`src/phy_cfg_pkg.sv`:
```
// constants, types and strap decoders for the transceiver config, reset and power block
// assumes one 20 MHz clock; register numbers are those seen on the management serial port
// Functional notes
// managed mode: pins give register defaults, then only management writes change bits.
// strap mode ignores management writes to configuration registers.
// power-up and every hardware reset sample straps into register bits.
// forced mode runs at once; autoneg mode starts negotiation with parallel detection.
// six selections: fiber, 100 full/half, 10 full/half, autoneg.
// hardware power-down stops port and clock, tristates outputs, drops pulls.
// no management access answered during hardware power-down.
// software power-down bit stops the port; registers stay accessible.
// sleep pin enables sleep; in managed mode a config bit overrides it.
// sleep after no line energy for interval set by two-bit field.
// management transactions still answered while asleep.
// energy wakes device to search link; no link within interval, sleep again.
// never sleep in fiber mode.
// writing one to control reset bit starts a software reset.
// software reset restores advertisement from straps latched at hardware reset.
// registers readable during software reset; reset bit reads zero when done.
// registers unavailable for 1 ms after hardware reset release.
// strap one low: autoneg off, strap two gives speed, three gives duplex.
// strap one high: autoneg on, speed set, duplex and advertisement per table.
// disable pin high selects strap mode with management port off.
// registers are 16 bits, numbered 0 to 31.
// reset bit clears itself when the software reset ends.
// straps held in flops at reset release; later pin changes ignored.
`default_nettype none

package phy_cfg_pkg;

  // timing
  localparam int CLK_PERIOD_NS = 50;
  localparam int MS_NS = 1000000;
  localparam int TICK_CYCLES = MS_NS / CLK_PERIOD_NS;
  localparam int RECOVERY_MS = 1;
  localparam logic [3:0] SWRST_CYCLES = 4'h6;
  localparam logic [11:0] SLEEP_MS_SHORT = 12'd1040;
  localparam logic [11:0] SLEEP_MS_MID = 12'd2040;
  localparam logic [11:0] SLEEP_MS_LONG = 12'd3040;

  // serial frame shape
  localparam logic [5:0] PREAMBLE_BITS = 6'h20;
  localparam logic [4:0] HDR_LAST = 5'hc;
  localparam logic [4:0] DATA_BITS = 5'h10;

  // register numbers
  localparam logic [4:0] REG_BASIC_CONTROL = 5'h00;
  localparam logic [4:0] REG_AUTONEG_ADVERTISE = 5'h04;
  localparam logic [4:0] REG_VENDOR_CONFIGURATION = 5'h10;

  // basic_control fields
  localparam int CTRL_RESET = 15;
  localparam int CTRL_SPEED = 13;
  localparam int CTRL_AN_EN = 12;
  localparam int CTRL_PWRDN = 11;
  localparam int CTRL_AN_RESTART = 9;
  localparam int CTRL_DUPLEX = 8;
  localparam logic [15:0] CTRL_WMASK = 16'h3900;

  // autoneg_advertise fields
  localparam int ADV_100_FULL = 8;
  localparam int ADV_100_HALF = 7;
  localparam int ADV_10_FULL = 6;
  localparam int ADV_10_HALF = 5;
  localparam logic [15:0] ADV_WMASK = 16'h01e0;
  localparam logic [15:0] ADV_SELECTOR = 16'h0001;

  // vendor_configuration fields
  localparam int CFG_SLEEP_EN = 6;
  localparam int CFG_SLEEP_TIME = 3;
  localparam int CFG_FIBER = 0;
  localparam logic [15:0] CFG_WMASK = 16'h0059;
  localparam logic [15:0] CFG_RESET = 16'h0010;

  typedef struct packed {
    logic an;
    logic speed;
    logic duplex;
    logic sleep;
    logic fiber;
  } strap_t;

  typedef struct packed {
    logic wr;
    logic [4:0] addr;
    logic [15:0] data;
  } mgmt_req_t;

  typedef enum logic [2:0] {MODE_FX, MODE_TX_FULL, MODE_TX_HALF, MODE_T_FULL, MODE_T_HALF, MODE_AUTONEG} link_mode_t;
  typedef enum logic [1:0] {SLP_AWAKE, SLP_ASLEEP, SLP_SEARCH} sleep_state_t;
  typedef enum logic [2:0] {MD_PREAMBLE, MD_HEADER, MD_TA_READ, MD_READ, MD_TA_WRITE, MD_WRITE} mdio_state_t;

  // control bits from straps
  function automatic logic [15:0] strap_control(input strap_t s);
    logic [15:0] c;
    c = 16'h0000;
    c[CTRL_AN_EN] = s.an;
    c[CTRL_SPEED] = s.an | s.speed;
    c[CTRL_DUPLEX] = s.duplex;
    return c;
  endfunction : strap_control

  // advertisement bits from straps; all abilities when autoneg is strapped off
  function automatic logic [15:0] strap_advert(input strap_t s);
    logic [15:0] a;
    a = ADV_SELECTOR;
    a[ADV_100_FULL] = s.duplex | ~s.an;
    a[ADV_100_HALF] = 1'b1;
    a[ADV_10_FULL] = (s.speed & s.duplex) | ~s.an;
    a[ADV_10_HALF] = s.speed | ~s.an;
    return a;
  endfunction : strap_advert

  function automatic logic [15:0] strap_config(input strap_t s);
    logic [15:0] f;
    f = CFG_RESET;
    f[CFG_SLEEP_EN] = s.sleep;
    f[CFG_FIBER] = s.fiber;
    return f;
  endfunction : strap_config

endpackage : phy_cfg_pkg

`default_nettype wire

```
`src/mgmt_serial_slave.sv`:
```
// management serial port frame engine: preamble, header, turnaround, 16 data bits
// assumes mdc and mdio_in are synchronous to clk and mdc runs well below clk/2
`default_nettype none

module mgmt_serial_slave
  import phy_cfg_pkg::*;
(
  // clock and reset
  input wire logic clk,
  input wire logic rst_b,
  // gating and address
  input wire logic enable,
  input wire logic [4:0] phy_addr,
  // serial pins
  input wire logic mdc,
  input wire logic mdio_in,
  output logic mdio_out,
  output logic mdio_oe,
  // register side
  output mgmt_req_t req,
  input wire logic [15:0] rd_data
);

  logic mdc_prev_reg, mdc_prev_next;
  mdio_state_t st_reg, st_next;
  logic [5:0] ones_reg, ones_next;
  logic [4:0] bits_reg, bits_next;
  logic [15:0] shift_reg, shift_next;
  logic [12:0] hdr_reg, hdr_next;
  logic oe_reg, oe_next;
  logic out_reg, out_next;
  logic wr_reg, wr_next;
  logic rise;

  assign rise = mdc & ~mdc_prev_reg;
  assign mdio_out = out_reg;
  assign mdio_oe = oe_reg & enable; // released at once when gated off
  assign req = '{wr: wr_reg, addr: hdr_reg[4:0], data: shift_reg};

  // frame sequencing on each mdc rising edge
  always_comb begin
    mdc_prev_next = mdc;
    st_next = st_reg;
    ones_next = ones_reg;
    bits_next = bits_reg;
    shift_next = shift_reg;
    hdr_next = hdr_reg;
    oe_next = oe_reg;
    out_next = out_reg;
    wr_next = 1'b0;
    if (!enable) begin
      st_next = MD_PREAMBLE;
      ones_next = 6'h00;
      oe_next = 1'b0;
    end else if (rise) begin
      unique case (st_reg)
        MD_PREAMBLE: begin
          if (mdio_in) begin
            ones_next = (ones_reg == PREAMBLE_BITS) ? ones_reg : ones_reg + 6'h01;
          end else begin
            if (ones_reg == PREAMBLE_BITS) begin
              st_next = MD_HEADER;
              bits_next = 5'h00;
            end
            ones_next = 6'h00;
          end
        end
        MD_HEADER: begin
          hdr_next = {hdr_reg[11:0], mdio_in};
          bits_next = bits_reg + 5'h01;
          if (bits_reg == HDR_LAST) begin
            st_next = MD_PREAMBLE;
            bits_next = 5'h00;
            // frames for another address are simply skipped
            if (hdr_next[12] && hdr_next[9:5] == phy_addr) begin
              if (hdr_next[11:10] == 2'b10) begin
                st_next = MD_TA_READ;
              end else if (hdr_next[11:10] == 2'b01) begin
                st_next = MD_TA_WRITE;
              end
            end
          end
        end
        MD_TA_READ: begin
          shift_next = rd_data;
          oe_next = 1'b1;
          out_next = 1'b0;
          st_next = MD_READ;
          bits_next = 5'h00;
        end
        MD_READ: begin
          if (bits_reg == DATA_BITS) begin
            oe_next = 1'b0;
            st_next = MD_PREAMBLE;
          end else begin
            out_next = shift_reg[15];
            shift_next = {shift_reg[14:0], 1'b0};
            bits_next = bits_reg + 5'h01;
          end
        end
        MD_TA_WRITE: begin
          bits_next = bits_reg + 5'h01;
          if (bits_reg == 5'h01) begin
            st_next = MD_WRITE;
            bits_next = 5'h00;
          end
        end
        MD_WRITE: begin
          shift_next = {shift_reg[14:0], mdio_in};
          bits_next = bits_reg + 5'h01;
          if (bits_reg == DATA_BITS - 5'h01) begin
            wr_next = 1'b1;
            st_next = MD_PREAMBLE;
          end
        end
      endcase
    end
  end

  always_ff @(posedge clk) begin
    if (!rst_b) begin
      mdc_prev_reg <= 1'b0;
      st_reg <= MD_PREAMBLE;
      ones_reg <= 6'h00;
      bits_reg <= 5'h00;
      shift_reg <= 16'h0000;
      hdr_reg <= 13'h0000;
      oe_reg <= 1'b0;
      out_reg <= 1'b0;
      wr_reg <= 1'b0;
    end else begin
      mdc_prev_reg <= mdc_prev_next;
      st_reg <= st_next;
      ones_reg <= ones_next;
      bits_reg <= bits_next;
      shift_reg <= shift_next;
      hdr_reg <= hdr_next;
      oe_reg <= oe_next;
      out_reg <= out_next;
      wr_reg <= wr_next;
    end
  end

endmodule : mgmt_serial_slave

`default_nettype wire

```
`src/phy_config_reset_power.sv`:
```
// strap loading, reset sequencing, register file and reduced-power control
// assumes all pins synchronous to clk; rst_b is the hardware reset, low active
`default_nettype none

module phy_config_reset_power
  import phy_cfg_pkg::*;
#(
  parameter int TICK_LEN = TICK_CYCLES
) (
  // clock and reset
  input wire logic clk,
  input wire logic rst_b,
  // straps and mode pins
  input wire logic [2:0] indicator_strap_pins,
  input wire logic sleep_pin,
  input wire logic fiber_pin,
  input wire logic mgmt_port_disable_pin,
  input wire logic hw_powerdown_pin,
  input wire logic [4:0] phy_addr,
  // management serial port
  input wire logic mdc,
  input wire logic mdio_in,
  output logic mdio_out,
  output logic mdio_oe,
  // line status
  input wire logic energy_detect,
  input wire logic link_up,
  // power and mode outputs
  output logic port_enable,
  output logic core_clock_enable,
  output logic pads_tristate,
  output logic pulls_disable,
  output link_mode_t link_mode,
  output logic autoneg_start,
  output logic sleep_active,
  output logic regs_ready
);

  localparam int DIV_W = (TICK_LEN > 1) ? $clog2(TICK_LEN) : 1;

  logic init_reg, init_next;
  logic [DIV_W-1:0] div_reg, div_next;
  logic [3:0] rec_reg, rec_next;
  logic ready_reg, ready_next;
  logic tick;
  strap_t strap_reg, strap_next, pins_now;
  logic [15:0] ctrl_reg, ctrl_next, adv_reg, adv_next, cfg_reg, cfg_next;
  logic [3:0] swrst_reg, swrst_next;
  logic an_start_reg, an_start_next;
  sleep_state_t slp_reg, slp_next;
  logic [11:0] slp_cnt_reg, slp_cnt_next, slp_limit;
  mgmt_req_t req;
  logic [15:0] rd_data;
  logic mgmt_en, wr_ok, sleep_en;

  assign pins_now = '{an: indicator_strap_pins[0], speed: indicator_strap_pins[1],
                      duplex: indicator_strap_pins[2], sleep: sleep_pin, fiber: fiber_pin};

  // port is answered only after recovery, in managed mode, with power up
  assign mgmt_en = ready_reg & ~mgmt_port_disable_pin & ~hw_powerdown_pin; // see R07 see R17
  assign wr_ok = req.wr & mgmt_en & (swrst_reg == 4'h0); // see R01

  mgmt_serial_slave u_serial (
    .clk(clk),
    .rst_b(rst_b),
    .enable(mgmt_en),
    .phy_addr(phy_addr),
    .mdc(mdc),
    .mdio_in(mdio_in),
    .mdio_out(mdio_out),
    .mdio_oe(mdio_oe),
    .req(req),
    .rd_data(rd_data)
  );

  // read mux; unmapped numbers read zero, restart bit reads zero
  always_comb begin
    case (req.addr)
      REG_BASIC_CONTROL: rd_data = ctrl_reg;
      REG_AUTONEG_ADVERTISE: rd_data = adv_reg;
      REG_VENDOR_CONFIGURATION: rd_data = cfg_reg;
      default: rd_data = 16'h0000;
    endcase
  end

  // ms divider and post-reset recovery window
  always_comb begin
    init_next = 1'b0;
    div_next = div_reg;
    rec_next = rec_reg;
    ready_next = ready_reg;
    tick = 1'b0;
    if (init_reg) begin
      div_next = '0; // divider restarts so recovery is a full ms
    end else if (div_reg == DIV_W'(TICK_LEN - 1)) begin
      div_next = '0;
      tick = 1'b1;
    end else begin
      div_next = div_reg + 1'b1;
    end
    if (tick && !ready_reg) begin
      rec_next = rec_reg + 4'h1;
      ready_next = (rec_next == 4'(RECOVERY_MS));
    end
  end

  always_ff @(posedge clk) begin
    if (!rst_b) begin
      init_reg <= 1'b1;
      div_reg <= '0;
      rec_reg <= 4'h0;
      ready_reg <= 1'b0;
    end else begin
      init_reg <= init_next;
      div_reg <= div_next;
      rec_reg <= rec_next;
      ready_reg <= ready_next;
    end
  end

  // register file, strap hold flops and software reset
  always_comb begin
    strap_next = strap_reg;
    ctrl_next = ctrl_reg;
    adv_next = adv_reg;
    cfg_next = cfg_reg;
    swrst_next = swrst_reg;
    an_start_next = 1'b0;
    if (init_reg) begin
      // first cycle after release: pins caught once, then held
      strap_next = pins_now;
      ctrl_next = strap_control(pins_now); // see R03
      adv_next = strap_advert(pins_now);
      cfg_next = strap_config(pins_now);
    end else if (swrst_reg != 4'h0) begin
      swrst_next = swrst_reg - 4'h1;
      if (swrst_reg == 4'h1) begin
        ctrl_next[CTRL_RESET] = 1'b0; // see R22
        an_start_next = 1'b1;
      end
    end else begin
      if (ready_next && !ready_reg) begin
        an_start_next = 1'b1;
      end
      if (wr_ok) begin
        case (req.addr)
          REG_BASIC_CONTROL: begin
            if (req.data[CTRL_RESET]) begin
              // held straps, never the live pins
              ctrl_next = strap_control(strap_reg);
              ctrl_next[CTRL_RESET] = 1'b1;
              adv_next = strap_advert(strap_reg);
              cfg_next = strap_config(strap_reg);
              swrst_next = SWRST_CYCLES;
            end else begin
              ctrl_next = req.data & CTRL_WMASK; // see R05
              an_start_next = req.data[CTRL_AN_RESTART] | (req.data[CTRL_AN_EN] & ~ctrl_reg[CTRL_AN_EN]);
            end
          end
          REG_AUTONEG_ADVERTISE: adv_next = (req.data & ADV_WMASK) | ADV_SELECTOR;
          REG_VENDOR_CONFIGURATION: cfg_next = req.data & CFG_WMASK;
          default: ;
        endcase
      end
    end
  end

  always_ff @(posedge clk) begin
    if (!rst_b) begin
      strap_reg <= '0;
      ctrl_reg <= 16'h0000;
      adv_reg <= ADV_SELECTOR;
      cfg_reg <= CFG_RESET;
      swrst_reg <= 4'h0;
      an_start_reg <= 1'b0;
    end else begin
      strap_reg <= strap_next;
      ctrl_reg <= ctrl_next;
      adv_reg <= adv_next;
      cfg_reg <= cfg_next;
      swrst_reg <= swrst_next;
      an_start_reg <= an_start_next;
    end
  end

  // six selections; fiber wins over everything
  always_comb begin
    if (cfg_reg[CFG_FIBER]) begin
      link_mode = MODE_FX;
    end else if (ctrl_reg[CTRL_AN_EN]) begin
      link_mode = MODE_AUTONEG;
    end else if (ctrl_reg[CTRL_SPEED]) begin
      link_mode = ctrl_reg[CTRL_DUPLEX] ? MODE_TX_FULL : MODE_TX_HALF;
    end else begin
      link_mode = ctrl_reg[CTRL_DUPLEX] ? MODE_T_FULL : MODE_T_HALF;
    end
  end

  // sleep interval select and enable source
  always_comb begin
    case (cfg_reg[CFG_SLEEP_TIME +: 2])
      2'b00: slp_limit = SLEEP_MS_SHORT;
      2'b01: slp_limit = SLEEP_MS_MID;
      default: slp_limit = SLEEP_MS_LONG;
    endcase
  end
  assign sleep_en = mgmt_port_disable_pin ? sleep_pin : cfg_reg[CFG_SLEEP_EN];

  // energy-detect sleep sequencer, counts ms ticks
  always_comb begin
    slp_next = slp_reg;
    slp_cnt_next = slp_cnt_reg;
    if (!sleep_en || cfg_reg[CFG_FIBER] || !ready_reg || hw_powerdown_pin) begin
      slp_next = SLP_AWAKE;
      slp_cnt_next = 12'h000;
    end else begin
      unique case (slp_reg)
        SLP_AWAKE: begin
          if (energy_detect || link_up) begin
            slp_cnt_next = 12'h000;
          end else if (tick) begin
            slp_cnt_next = slp_cnt_reg + 12'h001;
            if (slp_cnt_next == slp_limit) begin
              slp_next = SLP_ASLEEP;
              slp_cnt_next = 12'h000;
            end
          end
        end
        SLP_ASLEEP: begin
          if (energy_detect) begin
            slp_next = SLP_SEARCH;
          end
        end
        SLP_SEARCH: begin
          if (link_up) begin
            slp_next = SLP_AWAKE;
            slp_cnt_next = 12'h000;
          end else if (tick) begin
            slp_cnt_next = slp_cnt_reg + 12'h001;
            if (slp_cnt_next == slp_limit) begin
              slp_next = SLP_ASLEEP;
              slp_cnt_next = 12'h000;
            end
          end
        end
      endcase
    end
  end

  always_ff @(posedge clk) begin
    if (!rst_b) begin
      slp_reg <= SLP_AWAKE;
      slp_cnt_reg <= 12'h000;
    end else begin
      slp_reg <= slp_next;
      slp_cnt_reg <= slp_cnt_next;
    end
  end

  // power outputs; sleep leaves the management port alone
  assign sleep_active = (slp_reg == SLP_ASLEEP);
  assign port_enable = ready_reg & ~hw_powerdown_pin & ~ctrl_reg[CTRL_PWRDN] & ~sleep_active
                       & (swrst_reg == 4'h0); // see R08
  assign core_clock_enable = ~hw_powerdown_pin;
  assign pads_tristate = hw_powerdown_pin;
  assign pulls_disable = hw_powerdown_pin;
  assign autoneg_start = an_start_reg & (link_mode == MODE_AUTONEG) & port_enable;
  assign regs_ready = ready_reg;
endmodule : phy_config_reset_power

`default_nettype wire

```
`config.mk`:
```
export PLATFORM = sky130hd
export DESIGN_NAME = phy_config_reset_power
export DESIGN_NICKNAME = d
export VERILOG_FILES = /design/src/phy_cfg_pkg.sv /design/src/mgmt_serial_slave.sv /design/src/phy_config_reset_power.sv
export SDC_FILE = /design/constraint.sdc
export NUM_CORES = 1
export LEC_CHECK = 0
export BUFFER_PORTS_ARGS = -buffer_cell sky130_fd_sc_hd__buf_2
export CORE_ASPECT_RATIO = 0.7
export CORE_MARGIN = 3
export CORE_UTILIZATION = 54
export DETAILED_ROUTE_END_ITERATION = 12
export HOLD_SLACK_MARGIN = 0.12
export PLACE_DENSITY = 0.72
export SYNTH_ARGS = -nofsm -noshare
export SYNTH_HDL_FRONTEND = slang
export SYNTH_HIERARCHICAL = 1
export SYNTH_SLANG_ARGS = --single-unit
```
`constraint.sdc`:
```
create_clock -name clk -period 5.3 [get_ports clk]
set_input_delay 0 -clock clk [delete_from_list [all_inputs] [get_ports clk]]
set_output_delay 0 -clock clk [all_outputs]
set_load 0.01 [all_outputs]
```
# [After elaboration in Yosys (flattened, before gate mapping)]
# Index checks and enable logic that the tools add are counted.
[word_totals] register_bits=139 output_inout_bits=12 elab_cells=230 input_bits=18
[classes] bitwise_logic=35 n_addsub=6 n_eq_ne=37 n_mux=75 n_reduce_logical=48
[ops] cell="$mux 16" count=6
[ops] cell="$pmux 16 s3" count=2
[ops] cell="$pmux 16 s2" count=2
[ops] cell="$mux 12" count=4
[ops] cell="$pmux 12 s2" count=2
[ops] cell="$mux 3" count=13
[ops] cell="$reduce_and 4->1" count=8
[ops] cell="$pmux 5 s6" count=1
[ops] cell="$mux 14" count=2
[ops] cell="$mux 9" count=3
[ops] cell="$mux 5" count=5
[ops] cell="$mux 7" count=3
[ops] cell="$pmux 3 s6" count=1
[ops] cell="$reduce_and 3->1" count=6
[ops] cell="$reduce_bool 2->1" count=9
[ops] cell="$mux 1" count=16
[ops] cell="$mux 4" count=4
[ops] cell="$add 15x1->15 const B" count=1
[ops] cell="$and 1x1->1" count=15
[ops] cell="$eq 15x15->1 const B" count=1
[ops] cell="$ne 2x1->1 const B" count=7
[ops] cell="$add 12x1->12 const B" count=1
[ops] cell="$eq 12x12->1" count=1
[ops] cell="$mux 2" count=6
[ops] cell="other kinds (37)" count=82

# [Depth between registers and ports, before layout]
# Gate-level depths: netlist of run 1.
[depth] ltp_word=11 ltp_mapped=10 mapped_depth_nobuf=9

# [Cells and area by module]
# Netlist of run 1, hierarchy kept.
[by_module_without_submodules] module="phy_config_reset_power" n_inst=1 cells_each=453 area_per_inst_um2=3559.7 seq_area_each_um2=1161.1
[by_module_without_submodules] module="mgmt_serial_slave" n_inst=1 cells_each=263 area_per_inst_um2=2397.3 seq_area_each_um2=920.9

# [Least setup slack after synthesis of run 1]
# Ideal clock, no wire load.
[synth_timing] path_type="register -> register" from="register slp_cnt_reg[0]" to="register slp_cnt_reg[3]" period_less_slack_ns=2.347 path_stages_with_launch=10 path_slack_ns=2.953 setup_ns=0.116 arrival_ns=2.231 path_buffers=1 required_time_ns=5.184 cell_sequence="dfxtp_1 > ha_1 > nand3_4 > or3_4 > o311ai_2 > o31ai_1 > nor4_2 > buf_4 > o21ai_0 > a31o_1"
[synth_via] elab_chain_cells=6 elab_cells_between_ends=7 classes_between="add/sub (1); eq/ne (1); mux (5)"
[synth_lines] element="start: declaration" line_no="phy_config_reset_power.sv:51" rtl="logic [11:0] slp_cnt_reg, slp_cnt_next, slp_limit;"
[synth_lines] element="start signal: assignment" line_no="phy_config_reset_power.sv:256" rtl="slp_cnt_reg <= slp_cnt_next;"
[synth_lines] element="$add 12x1->12 *" line_no="phy_config_reset_power.sv:222, phy_config_reset_power.sv:239"
[synth_lines] element="$eq 12x12->1" line_no="phy_config_reset_power.sv:223, phy_config_reset_power.sv:240"
[synth_lines] element="$mux 12 *" line_no="phy_config_reset_power.sv:223, phy_config_reset_power.sv:240"
[synth_lines] element="$mux 12 *" line_no="phy_config_reset_power.sv:221" rtl="end else if (tick) begin"
[synth_lines] element="$mux 12 (on tied branches)" line_no="phy_config_reset_power.sv:235, phy_config_reset_power.sv:219"
[synth_lines] element="$pmux 12 s2 *" line_no="phy_config_reset_power.sv:217" rtl="unique case (slp_reg)"
# Every way passes the cells marked *; elsewhere a longest branch is shown, timed or not.
# A chain may end at the register's enable or synchronous reset.

# [Worst setup path after layout of run 1]
[layout_timing] from="register slp_cnt_reg[1]" to="register slp_cnt_reg[0]"
[layout_via] elab_chain_cells=6 elab_cells_between_ends=7 classes_between="add/sub (1); eq/ne (1); mux (5)"
[layout_lines] element="$add 12x1->12 *" line_no="phy_config_reset_power.sv:222, phy_config_reset_power.sv:239"
[layout_lines] element="$eq 12x12->1 *" line_no="phy_config_reset_power.sv:223, phy_config_reset_power.sv:240"
[layout_lines] element="$mux 12 *" line_no="phy_config_reset_power.sv:223, phy_config_reset_power.sv:240"
[layout_lines] element="$mux 12 *" line_no="phy_config_reset_power.sv:221"
[layout_lines] element="$mux 12 (on tied branches)" line_no="phy_config_reset_power.sv:235, phy_config_reset_power.sv:219"
[layout_lines] element="$pmux 12 s2 *" line_no="phy_config_reset_power.sv:217"
# Marks and branches as above.

==> results.md, run 1 <==
* Dpl cells at 854
* Crit path DAT at 3.26 ns
* Achievable frequency at 0.3318 GHz
* Clock slew at reported path FFs at 0.07 ns
* Routability cong. at 0.8972
* Lkg Pwr at 2.351 nW
* First-pass GRT wire length at 23140 um
* Final core occ at 0.6137
* Final period util at 0.5687
* First DRT Iteration DRCs at 367
* Row count at 31
* Number of flip-flops in the largest register at 16
* Final setup violation count at 0
* Antenna cells at 0
* Yosys top cell by area: dfxtp_1
* Number of CTS-inserted buffers at 9
* Multi-input gate area at 3532 um2
* Netlist cell types at 78
* Vias in the first global route at 4740
* Port bufs at 29
* Setup WS pre-CTS at 2.359 ns
* Routed WL at 13560 um
* Slew HR at 0.2734
* PostCTS Resize Cnt at 0
* Worst Skew at 0.01012 ns
* Status: completed
* Worst slew pin tran at 1.089 ns
* Final setup TNS at 0 ns
* Pins Over Slew Limit at 0
* H-tree depth at 3
* Sequential cell area at 2082 um2
* Final cell count without fillers at 881
* Most frequent cells in the layout: 104 x dfxtp_1, 100 x nor2_1, 53 x nand2_1, 37 x mux2i_1, 30 x a21oi_1
* Final-report hold violation count at 0
* Cells after Synth at 716
* CTS tree: built
* CTS sink count at 104
* Initial antenna violation count at 0
* CP max FO at 13
* Syn-to-layout area delta at 8.696%
* Nets at 762
* DR pass1 iterations at 5
* Endpoint class of the critical path: flop
* Largest net degree at the start of global routing at 33
* Most used DFF post-synth: dfxtp_1
* Post-synth EDFFs at 0
* Final WS setup at 2.286 ns
* Routed wire length per instance at 15.40 um
* Power per cell area at 256.4 nW/um2
* Startpoint Class: flop
* Synthesized cell area at 5957 um2
* Worst hold path type: in2reg
* Register area share after synthesis at 0.3495
* Layout fillers at 952
* Top post-synthesis cells by area: dfxtp_1 35%, nor2_1 6.3%, mux2i_1 6.2%, ha_1 3.4%, nand2_1 3.3%
* Core area at 10550 um2
* Post-DP HPWL at 9704 um
* Clock tree buffer depth at 2
* Remaining Overflow, GRT at 0
* Post-CTS Setup Inserts at 0
* Synth warn at 6
* VDD IR max at 0.1839 mV
* Share of cells above drive strength 1 at 0.1010
* WHS at 0.1288 ns
* Vias/cell at 5.830
* Routed Antenna Nets at 0
* Share of the synthesized area in the top cell type at 0.3495
* Root Buffer: clkbuf_16
* Hold_buf cts at 11
* Unrepaired setup endpoints after global routing: false
* Min Tclk post-route at 3.014 ns
* Effective utilization at floorplan at 0.5646
* Worst Path Required at 5.54 ns
* Commonest non-fill, non-tap cell in the layout: dfxtp_1
* Critical path class: reg2reg
* Chip height at 93.88 um
* Synthesized area per cell at 8.320 um2
* Ys async rst share at 0
* Flops & latches, synth at 104
* Vias at 5136
* Overall die width at 131.5 um
* Top Ports at 30
* DRC at 0
* Total GRT Usage at 0.2261
* Clk Latency, worst-skew pair at 0.35 ns
* Die area at 12350 um2
* Max-cap violations at 0
kinds of logic after synthesis:
family | share of synthesized area
adders and majority gates | 0.03361
xor gates and xnor gates | 0.04852
DFF | 0.3495
other | 0.0006295
muxes | 0.06595
AOI/OAI and AO/OA | 0.1552
buffers and inverters | 0.06007
and+or+nand+nor | 0.2865
layer usage:
metal	wire length (um)	up-vias	GRT usage
met5	0	-	0
met4	143	0	0.06294
met3	662	16	0.04604
met2	5880	141	0.3499
met1	6877	2423	0.3215
li1	-	2556	-
cells in the mapped netlist, drive strengths merged (2+ instances only):
cell type / count
nor3b: 6
nand3: 30
o21ai: 25
nand4b: 5
nand2b: 9
xnor2: 14
and2b: 2
or4: 7
a211oi: 26
a22o: 6
xor2: 19
a21oi: 31
and2: 19
o311ai: 2
o211ai: 4
nor2: 100
o21a: 5
mux2: 2
a31oi: 4
a211o: 2
o32ai: 2
and3: 10
o22ai: 4
or2: 3
o31ai: 4
nand3b: 5
ha: 16
or3: 10
nor4: 10
nor3: 19
inv: 27
dfxtp: 104
a21o: 5
clkbuf: 20
nor2b: 6
nand4: 17
buf: 25
mux2i: 37
a22oi: 4
and4: 2
nand2: 54
metrics by stage:
stage	power, mW	area (um2)
3_5_place_dp	0.9861	6061
3_3_place_gp	0.9824	6061
2_1_floorplan	0.9439	5972
5_1_grt	1.744	6475
6_report	1.660	6475
4_1_cts	1.676	6475
area by class of cell:
cell class	count	share of cell area
Clock inverter	6	0.01159
Multi-Input combinational cell	544	0.5455
Clock buffer	10	0.03536
Sequential cell	104	0.3215
Inverter	27	0.01565
Timing Repair Buffer	42	0.04174
Tap cell	148	0.02860
power by group:
part	switching (mW)	internal (mW)
registers	0.0199	0.803
clock network	0.310	0.374
logic	0.0879	0.0651
total	0.418	1.24
path summary, 6_finish.rpt:
path,start,to,slack [ns],depth (start not counted)
worst max-delay path,slp_cnt_reg[1],slp_cnt_reg[0],2.29,9
worst min-delay path,phy_addr[1],u_serial/st_reg[2],0.13,6
worst max register to register,slp_cnt_reg[1],slp_cnt_reg[0],2.29,9
worst min register to register,u_serial/mdio_out,u_serial/mdio_out,0.47,2
worst max-delay path: stages, from the launching register on:
cell	delay, ns
dfxtp_1	0.44
ha_1	0.52
nand3_4	0.18
or3_4	0.45
o311ai_2	0.28
o31ai_1	0.13
nor4_2	0.28
buf_4	0.23
nor2_1	0.12
mux2_2	0.28
(Power assumes the default switching activity.)
==> run 2, diff against run 1 <==
--- a/config.mk
+++ b/config.mk
@@ -5,6 +5,7 @@
 export SDC_FILE = /design/constraint.sdc
 export NUM_CORES = 1
 export LEC_CHECK = 0
+export ABC_AREA = 1
 export BUFFER_PORTS_ARGS = -buffer_cell sky130_fd_sc_hd__buf_2
 export CORE_ASPECT_RATIO = 0.7
 export CORE_MARGIN = 3
==> constraint.sdc (replaced) <==
create_clock -name clk -period 3.1 [get_ports clk]
set_input_delay 0 -clock clk [delete_from_list [all_inputs] [get_ports clk]]
set_output_delay 0 -clock clk [all_outputs]
set_load 0.01 [all_outputs]
==> run 2 against run 1 <==
Against the previous run:
- global-route usage rose by 1.3 points
- worst hold slack improved by 0.069 ns
- combinational power fell by 16%
- critical path type unchanged
==> results.md, run 2 <==
* Status: completed (unchanged)
* Clock tree buffer depth at 2 (unchanged)
* Count leader, synth: nand2_1 (was dfxtp_1)
* CTS tree: built (unchanged)
* Syn-to-layout area delta at 8.808% (was 8.696%)
* Top post-synthesis cells by area: dfxtp_1 34%, nand2_1 12%, nor2_1 7.2%, inv_1 6.9%, a21oi_1 6.1% (was dfxtp_1 35%, nor2_1 6.3%, mux2i_1 6.2%, ha_1 3.4%, nand2_1 3.3%)
* Yosys top cell by area: dfxtp_1 (unchanged)
* Vias at 5970 (was 5136)
* Routed Antenna Nets at 0 (unchanged)
* Chip height at 94.78 um (was 93.88 um)
* Layout fillers at 962 (was 952)
* Effective utilization at floorplan at 0.5700 (was 0.5646)
* Bufs and invs on worst path at 1 (unchanged)
* Dpl cells at 1070 (was 854)
* CP startpoint: init_reg (was slp_cnt_reg[1])
* Largest delay contributor family on the critical path: simple AND/OR/NAND/NOR gates (unchanged)
* First-pass GRT wire length at 24730 um (was 23140 um)
* Register-to-register setup slack at 0.91 ns (was 2.29 ns)
* Total power at 2.576 mW (was 1.660 mW)
* Vias/cell at 5.447 (was 5.830)
* Multi-input gate area at 3347 um2 (was 3532 um2)
* Antenna cells at 0 (unchanged)
* Cells after Synth at 917 (was 716)
* Max incr delay on CP at 0.53 ns (was 0.52 ns)
* Synthesized cell area at 6080 um2 (was 5957 um2)
* Remaining Overflow, GRT at 0 (unchanged)
* Routing usage on met3 at 0.04739 (was 0.04604)
* Row count at 31 (unchanged)
* DR pass1 iterations at 5 (unchanged)
* H-tree depth at 3 (unchanged)
* Unrepaired setup endpoints after global routing: false (unchanged)
* Root Buffer: clkbuf_16 (unchanged)
* Crit path top cell by count: nand3_1
* Reg2reg path depth at 8 (was 9)
* Number of CTS-inserted buffers at 9 (unchanged)
* CP endpoint: slp_cnt_reg[10] (was slp_cnt_reg[0])
* Synth warn at 6 (unchanged)
* Routability cong. at 0.9764 (was 0.8972)
* Lkg Pwr at 2.805 nW (was 2.351 nW)
* Startpoint Class: flop (unchanged)
* Nets at 977 (was 762)
* Die area at 12590 um2 (was 12350 um2)
* CP max FO at 13 (unchanged)
* Number of flip-flops in the largest register at 16 (unchanged)
* Post-DP HPWL at 11120 um (was 9704 um)
* Crit path DAT at 2.41 ns (was 3.26 ns)
* Routed WL at 14850 um (was 13560 um)
* RR Startpoint: init_reg (was slp_cnt_reg[1])
* Final period util at 0.7074 (was 0.5687)
* Worst Path Required at 3.32 ns (was 5.54 ns)
* Worst Skew at 0.004823 ns (was 0.01012 ns)
* Clock slew at reported path FFs at 0.07 ns (about the same)
* Largest net degree at the start of global routing at 43 (was 33)
* Core area at 10670 um2 (was 10550 um2)
* Post-synth EDFFs at 0 (unchanged)
* Worst hold path type: in2reg (unchanged)
* Max-cap violations at 0 (unchanged)
* Synthesized area per cell at 6.630 um2 (was 8.320 um2)
* Final setup TNS at 0 ns (unchanged)
* Final setup violation count at 0 (unchanged)
* Initial antenna violation count at 0 (unchanged)
* Final-report hold violation count at 0 (unchanged)
* DRC at 0 (unchanged)
* Min Tclk post-route at 2.193 ns (was 3.014 ns)
* Power per cell area at 389.5 nW/um2 (was 256.4 nW/um2)
* Slew HR at 0.3901 (was 0.2734)
* CTS sink count at 104 (unchanged)
* Reg-to-Reg End: slp_cnt_reg[10] (was slp_cnt_reg[0])
* Register area share after synthesis at 0.3425 (was 0.3495)
* Top Ports at 30 (unchanged)
* Most frequent cells in the layout: 200 x nand2_1, 116 x nor2_1, 111 x inv_1, 104 x dfxtp_1, 74 x a21oi_1 (was 104 x dfxtp_1, 100 x nor2_1, 53 x nand2_1, 37 x mux2i_1, 30 x a21oi_1)
* Clk Latency, worst-skew pair at 0.35 ns (about the same)
* Commonest non-fill, non-tap cell in the layout: nand2_1 (was dfxtp_1)
* Endpoint class of the critical path: flop (unchanged)
* Sequential cell area at 2082 um2 (unchanged)
* Share of the synthesized area in the top cell type at 0.3425 (was 0.3495)
* Vias in the first global route at 5308 (was 4740)
* Critical path class: reg2reg (unchanged)
* Overall die width at 132.8 um (was 131.5 um)
* Share of cells above drive strength 1 at 0.1055 (was 0.1010)
* Final cell count without fillers at 1096 (was 881)
* Port bufs at 29 (unchanged)
* Most used DFF post-synth: dfxtp_1 (unchanged)
* GRT busiest layer: met2 (unchanged)
* Total GRT Usage at 0.2387 (was 0.2261)
* Ys async rst share at 0 (unchanged)
* VDD IR max at 0.2565 mV (was 0.1839 mV)
* CP max stage cell: dfxtp_1 (was ha_1)
* Pins Over Slew Limit at 0 (unchanged)
* Cell chain of the critical path: inv_2 -> nand3_1 -> nor2_1 -> nand3_1 -> nor2_2 -> nand3_2 -> nand3_1 -> a21oi_1 (was ha_1 -> nand3_4 -> or3_4 -> o311ai_2 -> o31ai_1 -> nor4_2 -> buf_4 -> nor2_1 -> mux2_2)
* M1 GR Usage at 0.3471 (was 0.3215)
* Flops & latches, synth at 104 (unchanged)
* Routed wire length per instance at 13.55 um (was 15.40 um)
* First DRT Iteration DRCs at 669 (was 367)
* Netlist cell types at 53 (was 78)
* Global-route met2 utilization at 0.3649 (was 0.3499)
* Worst slew pin tran at 0.9115 ns (was 1.089 ns)
* WP depth at 8 (was 9)
* PostCTS Resize Cnt at 0 (unchanged)
* Achievable frequency at 0.4560 GHz (was 0.3318 GHz)
* Synth cell count leaders: 200 x nand2_1, 116 x nor2_1, 111 x inv_1 (was 104 x dfxtp_1, 100 x nor2_1, 53 x nand2_1)
[run 2: worst min-delay path by stage]
stage | from | end | slack (ns) | cells past startpoint
6_report | energy_detect | slp_reg[1] | 0.20 | 5
5_1_grt | energy_detect | slp_reg[1] | 0.21 | 5
4_1_cts | energy_detect | slp_reg[1] | 0.18 | 5
3_5_place_dp | mdc | u_serial/mdc_prev_reg | 0.21 | 3
3_3_place_gp | mdc | u_serial/mdc_prev_reg | 0.20 | 3
2_1_floorplan | hw_powerdown_pin | core_clock_enable | 0.05 | 1
[run 2: cell type report]
type,instances,area share
clock inverters,7,0.008133
clock buffers,9,0.03405
flip-flops and latches,104,0.3147
well taps,148,0.02799
multi-input cells,664,0.5060
repair buffers,41,0.03934
inverters,123,0.06979
[run 2: report_power, final]
group          switching, mW  internal, mW
Clock                  0.532         0.554
Sequential            0.0128          1.35
Combinational         0.0785        0.0498
[run 2: repair_timing]
item                                   CTS  global route
endpoints found under the hold margin   27             0
setup buffers                            0             0
hold buffers                            10             0
[run 2: cell families after synthesis]
kind of cell    share of synthesized area
fa+ha+maj                         0.03293
compound gates                     0.1597
other cells                     0.0006168
simple gates                       0.3408
flops                              0.3425
xor+xnor                         0.008644
mux                              0.005351
buf+inv                            0.1095
[run 2: stage by stage]
| step | hold slack, ns | setup slack [ns] | cell area [um2] | utilization |
|---|---|---|---|---|
| 2_1_floorplan | 0.05098 | 1.458 | 6095 | - |
| 3_3_place_gp | 0.1952 | 1.051 | 6236 | 0.5846 |
| 3_5_place_dp | 0.2133 | 0.9617 | 6236 | 0.5846 |
| 4_1_cts | 0.1805 | 0.9529 | 6615 | 0.6202 |
| 5_1_grt | 0.2118 | 0.6710 | 6615 | 0.6202 |
| 6_report | 0.1978 | 0.9072 | 6615 | 0.6202 |
[run 2: tightest hold or removal path, cell delays in order]
cell     delay (ns)
buf_2          0.10
inv_1          0.05
a22oi_1        0.13
o21ai_0        0.18
a21oi_1        0.04
[run 2: metal layers]
| layer | wire [um] | share of wire |
|---|---|---|
| met5 | 0 | 0 |
| met4 | 139 | 0.0094 |
| met3 | 1002 | 0.067 |
| met2 | 6226 | 0.42 |
| met1 | 7478 | 0.50 |
